[config.mk]
export PLATFORM = sky130hd
export DESIGN_NAME = pcs_status_out
export DESIGN_NICKNAME = d
export VERILOG_FILES = /design/src/hw/pcs_pkg.sv /design/src/hw/pcs_status_out.sv
export SDC_FILE = /design/constraint.sdc
export NUM_CORES = 1
export LEC_CHECK = 0
export BUFFER_PORTS_ARGS = -buffer_cell sky130_fd_sc_hd__buf_2
export CAP_MARGIN = 20
export CORE_MARGIN = 2
export CORE_UTILIZATION = 53
export CTS_CLUSTER_SIZE = 16
export DETAILED_ROUTE_END_ITERATION = 8
export PLACE_DENSITY_LB_ADDON = 0.1
export SYNTH_ARGS = -nofsm -noshare
export SYNTH_HDL_FRONTEND = slang
export SYNTH_SLANG_ARGS = --single-unit
[constraint.sdc]
create_clock -name MCLK -period 3.2 [get_ports MCLK]
set_input_delay 0.64 -clock MCLK [delete_from_list [all_inputs] [get_ports MCLK]]
set_output_delay 0.64 -clock MCLK [all_outputs]
set_load 0.01 [all_outputs]
[src/hw/pcs_pkg.sv]
package pcs_pkg;

   // register bus geometry
   localparam int PCS_ADDR_W = 8;
   localparam int PCS_DATA_W = 32;

   // register offsets (byte addresses, one aligned word each)
   localparam logic [7:0] PCS_OFS_CTRL    = 8'h00;
   localparam logic [7:0] PCS_OFS_RCB     = 8'h04;
   localparam logic [7:0] PCS_OFS_PF_TPH  = 8'h08;
   localparam logic [7:0] PCS_OFS_VF_TPH  = 8'h0C;
   localparam logic [7:0] PCS_OFS_LNK_STS = 8'h10;
   localparam logic [7:0] PCS_OFS_LTSSM   = 8'h14;

   // control register fields
   localparam int PCS_CTRL_W         = 4;
   localparam int PCS_CTRL_RP_BIT    = 0;
   localparam int PCS_CTRL_BW_IE_BIT = 1;
   localparam int PCS_CTRL_AB_IE_BIT = 2;
   localparam int PCS_CTRL_EQ_IE_BIT = 3;

   // hint register fields
   localparam int PCS_TPH_EN_LSB   = 0;
   localparam int PCS_TPH_MODE_LSB = 8;

   // link status fields (write one to clear)
   localparam int PCS_STS_W      = 3;
   localparam int PCS_STS_BW_BIT = 0;
   localparam int PCS_STS_AB_BIT = 1;
   localparam int PCS_STS_EQ_BIT = 2;

   // output widths
   localparam int PCS_PF_MAX = 4;
   localparam int PCS_VF_MAX = 8;
   localparam int PCS_ST_W   = 3;
   localparam int PCS_LT_W   = 6;

   // reset values
   localparam logic [PCS_CTRL_W-1:0] PCS_CTRL_RST = 4'h0;
   localparam logic [PCS_STS_W-1:0]  PCS_STS_RST  = 3'h0;
   localparam logic [31:0]           PCS_WORD_RST = 32'h0000_0000;

   // reported training state codes
   typedef enum logic [5:0] {
      PCS_LT_DET_QUIET   = 6'h00, PCS_LT_DET_ACTIVE  = 6'h01,
      PCS_LT_POL_ACTIVE  = 6'h02, PCS_LT_POL_COMPL   = 6'h03,
      PCS_LT_POL_CONFIG  = 6'h04, PCS_LT_CFG_LW_START = 6'h05,
      PCS_LT_CFG_LW_ACC  = 6'h06, PCS_LT_CFG_LN_ACC  = 6'h07,
      PCS_LT_CFG_LN_WAIT = 6'h08, PCS_LT_CFG_COMPLETE = 6'h09,
      PCS_LT_CFG_IDLE    = 6'h0A, PCS_LT_RCV_LOCK    = 6'h0B,
      PCS_LT_RCV_SPEED   = 6'h0C, PCS_LT_RCV_CFG     = 6'h0D,
      PCS_LT_RCV_IDLE    = 6'h0E, PCS_LT_L0          = 6'h10,
      PCS_LT_RX_L0S_ENT  = 6'h11, PCS_LT_RX_L0S_IDLE = 6'h12,
      PCS_LT_RX_L0S_FTS  = 6'h13, PCS_LT_TX_L0S_ENT  = 6'h14,
      PCS_LT_TX_L0S_IDLE = 6'h15, PCS_LT_TX_L0S_FTS  = 6'h16,
      PCS_LT_L1_ENTRY    = 6'h17, PCS_LT_L1_IDLE     = 6'h18,
      PCS_LT_L2_IDLE     = 6'h19, PCS_LT_L2_TX_WAKE  = 6'h1A,
      PCS_LT_DISABLED    = 6'h20, PCS_LT_LBM_ENTRY   = 6'h21,
      PCS_LT_LBM_ACTIVE  = 6'h22, PCS_LT_LBM_EXIT    = 6'h23,
      PCS_LT_LBS_ENTRY   = 6'h24, PCS_LT_LBS_ACTIVE  = 6'h25,
      PCS_LT_LBS_EXIT    = 6'h26, PCS_LT_HOT_RESET   = 6'h27,
      PCS_LT_EQ_PH1      = 6'h28, PCS_LT_EQ_PH2      = 6'h2A,
      PCS_LT_EQ_PH3      = 6'h2B
   } pcs_ltssm_type;

   // one register bus request
   typedef struct packed {
      logic [PCS_ADDR_W-1:0] addr;
      logic [PCS_DATA_W-1:0] wdata;
      logic                  wr;
      logic                  rd;
   } pcs_bus_type;

   // link training events, one bit per cause, ordered as the status fields
   typedef struct packed {
      logic eq;
      logic ab;
      logic bw;
   } pcs_evt_type;

endpackage

[src/hw/pcs_status_out.sv]
module pcs_status_out
   import pcs_pkg::*;
#(
   parameter int PF_COUNT = 2,
   parameter int VF_COUNT = 6
) (
   input  wire logic                       MCLK,
   input  wire logic                       RESET_N,
   input  wire logic [PCS_ADDR_W-1:0]      REG_ADDR,
   input  wire logic [PCS_DATA_W-1:0]      REG_WDATA,
   input  wire logic                       REG_WR,
   input  wire logic                       REG_RD,
   output logic      [PCS_DATA_W-1:0]      REG_RDATA,
   input  wire logic [5:0]                 LTSSM_INDEX,
   input  wire logic                       BW_MGMT_EVT,
   input  wire logic                       AUTO_BW_EVT,
   input  wire logic                       EQ_REQ_EVT,
   output logic [PCS_LT_W-1:0]             LTSSM_STATE,
   output logic [PCS_PF_MAX-1:0]           RCB_STATUS,
   output logic                            LINK_STATUS_CHANGE_EVENT,
   output logic                            LINK_STATUS_CHANGE_EVENT_ALIAS,
   output logic [PCS_PF_MAX-1:0]           PF_HINT_REQUESTER_ENABLE_OUT,
   output logic [PCS_PF_MAX*PCS_ST_W-1:0]  PF_STEERING_TAG_MODE_OUT,
   output logic [PCS_VF_MAX-1:0]           VF_HINT_REQUESTER_ENABLE_OUT,
   output logic [PCS_VF_MAX*PCS_ST_W-1:0]  VF_STEERING_TAG_MODE_OUT
);

   localparam int PFM_W = PCS_PF_MAX * PCS_ST_W;
   localparam int VFM_W = PCS_VF_MAX * PCS_ST_W;

   // functions beyond the counts are reserved and held at zero
   localparam logic [PCS_PF_MAX-1:0] PF_MASK  = PCS_PF_MAX'((64'd1 << PF_COUNT) - 64'd1);
   localparam logic [PCS_VF_MAX-1:0] VF_MASK  = PCS_VF_MAX'((64'd1 << VF_COUNT) - 64'd1);
   localparam logic [PFM_W-1:0]      PFM_MASK = PFM_W'((64'd1 << (PCS_ST_W * PF_COUNT)) - 64'd1);
   localparam logic [VFM_W-1:0]      VFM_MASK = VFM_W'((64'd1 << (PCS_ST_W * VF_COUNT)) - 64'd1);

   // refuse counts that the output widths cannot carry
   if (PF_COUNT < 1 || PF_COUNT > PCS_PF_MAX) begin : g_pf_chk
      $error("PF_COUNT out of range");
   end
   if (VF_COUNT < 0 || VF_COUNT > PCS_VF_MAX) begin : g_vf_chk
      $error("VF_COUNT out of range");
   end

   // training engine index to reported code; unknown indices report quiet
   function automatic pcs_ltssm_type lt_map(input logic [5:0] idx);
      pcs_ltssm_type code;
      code = PCS_LT_DET_QUIET;
      case (idx)
         6'h00: code = PCS_LT_DET_QUIET;
         6'h01: code = PCS_LT_DET_ACTIVE;
         6'h02: code = PCS_LT_POL_ACTIVE;
         6'h03: code = PCS_LT_POL_COMPL;
         6'h04: code = PCS_LT_POL_CONFIG;
         6'h05: code = PCS_LT_CFG_LW_START;
         6'h06: code = PCS_LT_CFG_LW_ACC;
         6'h07: code = PCS_LT_CFG_LN_ACC;
         6'h08: code = PCS_LT_CFG_LN_WAIT;
         6'h09: code = PCS_LT_CFG_COMPLETE;
         6'h0A: code = PCS_LT_CFG_IDLE;
         6'h0B: code = PCS_LT_RCV_LOCK;
         6'h0C: code = PCS_LT_RCV_SPEED;
         6'h0D: code = PCS_LT_RCV_CFG;
         6'h0E: code = PCS_LT_RCV_IDLE;
         6'h0F: code = PCS_LT_L0;
         6'h10: code = PCS_LT_RX_L0S_ENT;
         6'h11: code = PCS_LT_RX_L0S_IDLE;
         6'h12: code = PCS_LT_RX_L0S_FTS;
         6'h13: code = PCS_LT_TX_L0S_ENT;
         6'h14: code = PCS_LT_TX_L0S_IDLE;
         6'h15: code = PCS_LT_TX_L0S_FTS;
         6'h16: code = PCS_LT_L1_ENTRY;
         6'h17: code = PCS_LT_L1_IDLE;
         6'h18: code = PCS_LT_L2_IDLE;
         6'h19: code = PCS_LT_L2_TX_WAKE;
         6'h1A: code = PCS_LT_DISABLED;
         6'h1B: code = PCS_LT_LBM_ENTRY;
         6'h1C: code = PCS_LT_LBM_ACTIVE;
         6'h1D: code = PCS_LT_LBM_EXIT;
         6'h1E: code = PCS_LT_LBS_ENTRY;
         6'h1F: code = PCS_LT_LBS_ACTIVE;
         6'h20: code = PCS_LT_LBS_EXIT;
         6'h21: code = PCS_LT_HOT_RESET;
         6'h22: code = PCS_LT_EQ_PH1;
         6'h23: code = PCS_LT_EQ_PH2;
         6'h24: code = PCS_LT_EQ_PH3;
         default: code = PCS_LT_DET_QUIET;
      endcase
      return code;
   endfunction

   // carriers
   pcs_bus_type bus;
   pcs_evt_type evt;

   // software state
   logic [PCS_CTRL_W-1:0] ctrl_r;
   logic [PCS_CTRL_W-1:0] ctrl_nxt;
   logic [PCS_PF_MAX-1:0] rcb_r;
   logic [PCS_PF_MAX-1:0] rcb_nxt;
   logic [PCS_PF_MAX-1:0] pf_en_r;
   logic [PCS_PF_MAX-1:0] pf_en_nxt;
   logic [PFM_W-1:0]      pf_mode_r;
   logic [PFM_W-1:0]      pf_mode_nxt;
   logic [PCS_VF_MAX-1:0] vf_en_r;
   logic [PCS_VF_MAX-1:0] vf_en_nxt;
   logic [VFM_W-1:0]      vf_mode_r;
   logic [VFM_W-1:0]      vf_mode_nxt;
   logic [PCS_STS_W-1:0]  sts_r;
   logic [PCS_STS_W-1:0]  sts_nxt;
   logic [PCS_DATA_W-1:0] rdata_nxt;

   // output-side next values
   pcs_ltssm_type         lt_nxt;
   logic [PCS_PF_MAX-1:0] rcb_out_nxt;
   logic                  chg_nxt;

   // address decode
   logic hit_ctrl;
   logic hit_rcb;
   logic hit_pf;
   logic hit_vf;
   logic hit_sts;
   logic hit_lt;
   logic rp_mode;
   logic [PCS_STS_W-1:0] evt_vec;
   logic [PCS_STS_W-1:0] ie_vec;
   logic [PCS_STS_W-1:0] sts_clr;

   assign bus.addr  = REG_ADDR;
   assign bus.wdata = REG_WDATA;
   assign bus.wr    = REG_WR;
   assign bus.rd    = REG_RD;
   assign evt.bw    = BW_MGMT_EVT;
   assign evt.ab    = AUTO_BW_EVT;
   assign evt.eq    = EQ_REQ_EVT;

   assign hit_ctrl = (bus.addr == PCS_OFS_CTRL);
   assign hit_rcb  = (bus.addr == PCS_OFS_RCB);
   assign hit_pf   = (bus.addr == PCS_OFS_PF_TPH);
   assign hit_vf   = (bus.addr == PCS_OFS_VF_TPH);
   assign hit_sts  = (bus.addr == PCS_OFS_LNK_STS);
   assign hit_lt   = (bus.addr == PCS_OFS_LTSSM);
   assign rp_mode  = ctrl_r[PCS_CTRL_RP_BIT];

   // configuration writes; bits beyond the function counts never stick
   assign ctrl_nxt    = (bus.wr && hit_ctrl) ? bus.wdata[PCS_CTRL_W-1:0] : ctrl_r;
   assign rcb_nxt     = (bus.wr && hit_rcb)  ? bus.wdata[PCS_PF_MAX-1:0] & PF_MASK : rcb_r;
   assign pf_en_nxt   = (bus.wr && hit_pf)
                        ? bus.wdata[PCS_TPH_EN_LSB +: PCS_PF_MAX] & PF_MASK : pf_en_r;
   assign pf_mode_nxt = (bus.wr && hit_pf)
                        ? bus.wdata[PCS_TPH_MODE_LSB +: PFM_W] & PFM_MASK : pf_mode_r;
   assign vf_en_nxt   = (bus.wr && hit_vf)
                        ? bus.wdata[PCS_TPH_EN_LSB +: PCS_VF_MAX] & VF_MASK : vf_en_r;
   assign vf_mode_nxt = (bus.wr && hit_vf)
                        ? bus.wdata[PCS_TPH_MODE_LSB +: VFM_W] & VFM_MASK : vf_mode_r;

   // link status: hardware set wins over a same-cycle software clear
   assign evt_vec = {evt.eq, evt.ab, evt.bw};
   assign ie_vec  = {ctrl_r[PCS_CTRL_EQ_IE_BIT], ctrl_r[PCS_CTRL_AB_IE_BIT],
                     ctrl_r[PCS_CTRL_BW_IE_BIT]};
   assign sts_clr = (bus.wr && hit_sts) ? bus.wdata[PCS_STS_W-1:0] : PCS_STS_RST;
   assign sts_nxt = (sts_r & ~sts_clr) | evt_vec;

   // event only in root port mode, and only for an enabled cause
   assign chg_nxt = rp_mode && ((evt_vec & ie_vec) != PCS_STS_RST);

   // boundary: endpoint per function, root port uses bit 0 only
   assign rcb_out_nxt = rp_mode ? {{(PCS_PF_MAX-1){1'b0}}, rcb_r[0]}
                                : rcb_r;

   assign lt_nxt = lt_map(LTSSM_INDEX);

   // read mux; unmapped addresses read as zero
   assign rdata_nxt = !bus.rd ? PCS_WORD_RST :
                      hit_ctrl ? PCS_DATA_W'(ctrl_r) :
                      hit_rcb  ? PCS_DATA_W'(rcb_r) :
                      hit_pf   ? PCS_DATA_W'({pf_mode_r, 4'h0, pf_en_r}) :
                      hit_vf   ? PCS_DATA_W'({vf_mode_r, vf_en_r}) :
                      hit_sts  ? PCS_DATA_W'(sts_r) :
                      hit_lt   ? PCS_DATA_W'(LTSSM_STATE) : PCS_WORD_RST;

   // software-visible registers
   always_ff @(posedge MCLK) begin
      if (!RESET_N) begin
         ctrl_r    <= PCS_CTRL_RST;
         rcb_r     <= '0;
         pf_en_r   <= '0;
         pf_mode_r <= '0;
         vf_en_r   <= '0;
         vf_mode_r <= '0;
         sts_r     <= PCS_STS_RST;
      end else begin
         ctrl_r    <= ctrl_nxt;
         rcb_r     <= rcb_nxt;
         pf_en_r   <= pf_en_nxt;
         pf_mode_r <= pf_mode_nxt;
         vf_en_r   <= vf_en_nxt;
         vf_mode_r <= vf_mode_nxt;
         sts_r     <= sts_nxt;
      end
   end

   // every output straight from a flop, quiet under reset
   always_ff @(posedge MCLK) begin
      if (!RESET_N) begin
         REG_RDATA                      <= PCS_WORD_RST;
         LTSSM_STATE                    <= PCS_LT_DET_QUIET;
         RCB_STATUS                     <= '0;
         LINK_STATUS_CHANGE_EVENT       <= 1'b0;
         LINK_STATUS_CHANGE_EVENT_ALIAS <= 1'b0;
         PF_HINT_REQUESTER_ENABLE_OUT   <= '0;
         PF_STEERING_TAG_MODE_OUT       <= '0;
         VF_HINT_REQUESTER_ENABLE_OUT   <= '0;
         VF_STEERING_TAG_MODE_OUT       <= '0;
      end else begin
         REG_RDATA                      <= rdata_nxt;
         LTSSM_STATE                    <= lt_nxt;
         RCB_STATUS                     <= rcb_out_nxt;
         LINK_STATUS_CHANGE_EVENT       <= chg_nxt;
         LINK_STATUS_CHANGE_EVENT_ALIAS <= chg_nxt;
         PF_HINT_REQUESTER_ENABLE_OUT   <= pf_en_r;
         PF_STEERING_TAG_MODE_OUT       <= pf_mode_r;
         VF_HINT_REQUESTER_ENABLE_OUT   <= vf_en_r;
         VF_STEERING_TAG_MODE_OUT       <= vf_mode_r;
      end
   end
endmodule

# Word-level counts from Yosys, hierarchy flattened
# Memories as Yosys holds them, arrays and structs flattened. A register that Yosys moved wholly into a read port is not among the register bits.
# Cells that the tools add are included.
# W data, S select, Z words.
[totals]
register_bits = 102
mem_bits_ro = 384
out_inout_bits = 92
mem_count = 1
[memory_table]
columns = ["memory", "words", "word_bits", "rd", "rd_clocked_by_memory_dff", "write_ports", "line", "source"]
rows = [
  ["(no name shown)", 64, 6, 1, 1, 0, "pcs_status_out.sv:49", "case (idx)"],
]
[classes]
eq_ne = 5
muxes = 7
bitwise = 6
reduce_logical = 13
[ops]
columns = ["op", "n"]
rows = [
  ["$mux W26", 1],
  ["$mux W20", 1],
  ["$eq A8 B4 Y1 const B", 2],
  ["$eq A8 B5 Y1 const B", 2],
  ["$mux W6", 2],
  ["$eq A8 B3 Y1 const B", 1],
  ["$logic_not A8 Y1", 1],
  ["$mux W4", 2],
  ["$and A3 B3 Y3", 2],
  ["$logic_and A1 B1 Y1", 6],
  ["$reduce_or A5 Y1", 1],
  ["$reduce_or A4 Y1", 1],
  ["$mux W3", 1],
  ["$not A3 Y3", 1],
  ["$or A3 B3 Y3", 1],
  ["$reduce_bool A3 Y1", 1],
  ["$not A1 Y1", 2],
  ["$reduce_and A2 Y1", 1],
  ["$reduce_or A2 Y1", 1],
  ["$logic_not A1 Y1", 1],
]

# Longest topological paths before layout
[depth]
word_depth = 7
depth_mapped = 7
ltp_nobuf = 5

# Least setup slack after synthesis
# No wires, ideal clock.
[synth_timing]
kind = "input-to-reg"
startpoint = "input REG_ADDR[3]"
endpoint = "register REG_RDATA[1]"
arrival_time_ns = 1.670
setup_slack_ns = 1.415
path_stages = 5
n_path_buf = 1
cell_sequence = "clkbuf_1 -> mux2_2 -> a22oi_1 -> o22ai_1 -> o21a_1"
[synth_between]
elab_chain_cells = 7
word_cells_on_any_way = 12
classes_between = "5 x eq/ne; 6 x mux; 1 x reduce/logical"
[synth_rtl]
columns = ["element", "line", "source"]
rows = [
  ["start, declared", "pcs_status_out.sv:9", "input wire logic [PCS_ADDR_W-1:0] REG_ADDR,"],
  ["$eq A8 B5 Y1", "pcs_status_out.sv:143", "assign hit_lt = (bus.addr == PCS_OFS_LTSSM);"],
  ["$mux W6", "pcs_status_out.sv:181", "hit_lt ? PCS_DATA_W'(LTSSM_STATE) : PCS_WORD_RST;"],
  ["$mux W6", "pcs_status_out.sv:180", "hit_sts ? PCS_DATA_W'(sts_r) :"],
  ["$mux W26", "pcs_status_out.sv:179", "hit_vf ? PCS_DATA_W'({vf_mode_r, vf_en_r}) :"],
  ["$mux W20", "pcs_status_out.sv:178", "hit_pf ? PCS_DATA_W'({pf_mode_r, 4'h0, pf_en_r}) :"],
  ["$mux W4", "pcs_status_out.sv:177", "hit_rcb ? PCS_DATA_W'(rcb_r) :"],
  ["$mux W4 (*)", "pcs_status_out.sv:176", "hit_ctrl ? PCS_DATA_W'(ctrl_r) :"],
  ["end signal, assigned", "pcs_status_out.sv:217", "REG_RDATA <= rdata_nxt;"],
  ["end, declared", "pcs_status_out.sv:13", "output logic [PCS_DATA_W-1:0] REG_RDATA,"],
]
# Mark *: on every way between the ends. The rest lies on a longest branch, timed or not.
# A chain may end at the register's enable or synchronous reset.

# Worst setup path in the final report
[layout_timing]
startpoint = "input REG_ADDR[4]"
endpoint = "register pf_mode_r[2]"
[layout_between]
elab_chain_cells = 2
[layout_rtl]
columns = ["element", "line", "source"]
rows = [
  ["$eq A8 B4 Y1", "pcs_status_out.sv:140", "assign hit_pf = (bus.addr == PCS_OFS_PF_TPH);"],
  ["$logic_and A1 B1 Y1", "pcs_status_out.sv:151", "assign pf_mode_nxt = (bus.wr && hit_pf)"],
  ["end signal, assigned", "pcs_status_out.sv:197", "pf_mode_r <= pf_mode_nxt;"],
  ["end, declared", "pcs_status_out.sv:103", "logic [PFM_W-1:0] pf_mode_r;"],
]
# No other way between the ends.

==> impl_results.md <==
- Status: finished, final reports clean
- Max clock buf depth: 2
- Endpoints failing setup: 0
- Post-Route WL: around 8000 microns
- GP Congestion: 0.817
- CP Data Arrival Time: around 2 ns
- Pleak: 2.16 nW
- Vias per inst: between 4 and 5
- CP startpoint kind: input port
- Crit-path max cell delay: 0.46 ns
- Post-CTS setup buffers: 0
- # IOs: roughly 150
- Ys async rst share: 0
- Global routing usage summed across all routing layers: 0.198
- Clock latency on the worst-skew pair: between 0.3 and 0.4 ns
- Worst Setup End Kind: register
- Yosys warning total: 0
- Max cap viols: 0
- TritonCTS clock tree: built
- Number of buffers created by CTS: 9
- Antenna fix cells: 0
- Slew @ Worst Pin: around 0.53 ns
- Number of synthesized register bits: 106
- # resized after CTS: 0
- Yosys cell types: 46
- Hold Vio Cnt, Final: 0
- Comb power frac: 0.064
- EDFF count, synth: 0
- Gr ovfl total: 0
- Worst Path Buf+Inv: 1
- Layout cells sized above 1: 0.255
- First-pass iteration count of the detailed router: 5
- Area added between synthesis and finish: 17.0%
- Peak supply drop: 0.294 mV
- Sequential area share after synthesis: 0.535
- Routed via count: 3,054
- DIE AREA: 8190 sq um
- CTS Hold Bufs: 0
- Starting DRT DRC Count: 123
- Fin nets: 580
- DR WL/cell: 12.6 microns
- Avg Cell Area, Syn: roughly 9.4 sq um
- Post-synth top flop: dfxtp_1
- Setup_tns: 0 ns
- Antenna violations before repair: 0
- Max-Slew Margin vs Limit: 0.645
- Sw power: 0.562 mW
- Synth Instances: 423
- Rows: 31
- Vias in the first global route: 2,698
- Count of pins over their slew limit: 0
- I/O Buffers: 110
- Crit path cell chain: buf_2 > nor4b_2 > nand3_1 > nand2_1 > o21ai_0
- Worst min path class: register to register
- # DRC: 0
- DPL Wire Length: 5650 microns
- Clk root buf: clkbuf_8
- Initial Utilization: 0.547
- Die Y: 90.5 microns
- Final Skew: ~0.0095 ns
- Hold_ws: about 0.45 ns
- Sw Share: 0.251
- Period utilization: 0.544
- # clock sinks: around 110
- First-pass GRT wire length: 13,000 microns
- H-tree levels: 3
- Pwr dens: 482 nW/um^2
- Period minus WS final: ~1.7 ns
- CP Class: input port to register
- CP top delay family: simple AND/OR/NAND/NOR gates
- CP required: 3.43 ns
- Max stage delay cell, worst path: nand3_1
- RSZ-0062 raised after global routing: false
- Internal power: ~1.7 mW
- Seq pwr share: 0.595
- Die width: between 90 and 100 microns
- Core Region: approximately 7300 sq um
- Mapped cell area: 3970 sq um
- Clock power share: 0.341
- Worst-path maximum fanout: 16
- Largest net degree at the start of global routing: 53
- Clock transition at path regs: 0.10 ns
- Routed Antenna Nets: 0
- Max Freq: 574 MHz
[flip-flops by register name, summed over array words and instances (netlist names), 2 cells and up]
| signal | flops |
|---|---|
| VF_HINT_REQUESTER_ENABLE_OUT | 6 |
| pf_en_r | 2 |
| PF_HINT_REQUESTER_ENABLE_OUT | 2 |
| ctrl_r | 4 |
| vf_mode_r | 18 |
| LTSSM_STATE | 6 |
| VF_STEERING_TAG_MODE_OUT | 18 |
| pf_mode_r | 6 |
| RCB_STATUS | 2 |
| REG_RDATA | 24 |
| sts_r | 3 |
| PF_STEERING_TAG_MODE_OUT | 6 |
| vf_en_r | 6 |
| rcb_r | 2 |
[placed cells by master, fill, tap and decap left out, drive strengths merged, types with 8 or more instances in the layout]
cell    count
nand2      63
nand3       8
inv        12
and2       47
conb       26
clkbuf      9
mux2i      13
dfxtp     106
nor2       24
buf       112
o21ai      43
[cell usage after synthesis (2+ instances only)]
| library cell | n | share of area |
|---|---|---|
| inv_1 | 9 | 0.0085 |
| dfxtp_1 | 106 | 0.53 |
| a32oi_1 | 2 | 0.0044 |
| o22ai_1 | 4 | 0.0063 |
| mux2i_1 | 13 | 0.033 |
| a41oi_1 | 3 | 0.0066 |
| a22o_1 | 2 | 0.0044 |
| o21ai_0 | 37 | 0.047 |
| and2_1 | 47 | 0.074 |
| nand2_1 | 63 | 0.060 |
| nand2b_1 | 2 | 0.0032 |
| a21oi_1 | 3 | 0.0038 |
| nor2_1 | 24 | 0.023 |
| ha_1 | 5 | 0.016 |
| clkbuf_1 | 12 | 0.011 |
| o21a_1 | 2 | 0.0038 |
| mux2_2 | 2 | 0.0057 |
| a22oi_1 | 5 | 0.0095 |
| buf_2 | 8 | 0.010 |
| o21ai_1 | 6 | 0.0076 |
| buf_4 | 28 | 0.053 |
| nand3_1 | 8 | 0.010 |
| a31oi_1 | 3 | 0.0047 |
| nor2b_1 | 4 | 0.0063 |
| nor3_1 | 4 | 0.0050 |
[worst reg2reg max path, cell delays in order, from the launching register on]
cell and delay (ns):
dfxtp_1 0.34, mux2_2 0.26, a22oi_1 0.18, o22ai_1 0.10, o21a_1 0.20
[power by group through the flow]
stage	Sequential, mW	Combinational [mW]	Clock [mW]
6_report	1.33	0.143	0.762
5_1_grt	1.33	0.160	0.845
4_1_cts	1.33	0.143	0.777
3_5_place_dp	1.36	0.142	0
3_3_place_gp	1.36	0.140	0
2_1_floorplan	1.36	0.109	0
[path summary, 6_finish.rpt]
kind              depth (start not counted)           from       endpoint  slack [ns]
hold / removal                            1  vf_mode_r[14]  REG_RDATA[22]        0.45
hold reg to reg                           1  vf_mode_r[14]  REG_RDATA[22]        0.45
setup reg to reg                          4       rcb_r[1]   REG_RDATA[1]        2.00
setup / recovery                          5    REG_ADDR[4]   pf_mode_r[2]        1.46
[metrics by stage]
| step | util | cell area, sq um | total power [mW] | setup WS, ns | cells |
|---|---|---|---|---|---|
| after global placement | 0.614 | 4460 | 1.50 | 1.08 | 610 |
| after detailed placement | 0.614 | 4460 | 1.50 | 1.06 | 610 |
| after global routing | 0.640 | 4640 | 2.34 | 1.27 | 625 |
| after CTS | 0.640 | 4640 | 2.25 | 1.45 | 625 |
| after floorplan | - | 4060 | 1.47 | 1.41 | 448 |
| final | 0.640 | 4640 | 2.24 | 1.46 | 625 |
[cell type report]
type                            instances  area [sq um]
Multi-Input combinational cell        284          1610
Fill cell                             656          2610
Inverter                                9          33.8
Timing Repair Buffer                  112           566
Clock buffer                            9           124
Clock inverter                          6          60.1
Sequential cell                       106          2120
Tap cell                               99           124
[per-layer routing]
layer / global-route usage / part of all wire / up-vias
met5: 0 / 0 / -
met4: 0.0500 / 0.0065 / 0
met3: 0.0609 / 0.072 / 7
met2: 0.310 / 0.47 / 122
met1: 0.269 / 0.45 / 1366
li1: - / - / 1559
[logic make-up (layout without fill, tap and decap cells)]
logic type / count (synthesis) / after routing / synth area share
AOI/OAI and AO/OA: 74 / 74 / 0.114
buffers and inverters: 58 / 136 / 0.0839
adders and majority gates: 5 / 5 / 0.0158
muxes: 15 / 15 / 0.0385
and+or+nand+nor: 163 / 163 / 0.210
xor gates and xnor gates: 1 / 1 / 0.00221
other: 1 / 26 / 0.000945
DFF: 106 / 106 / 0.535
(Power assumes the default switching activity.)
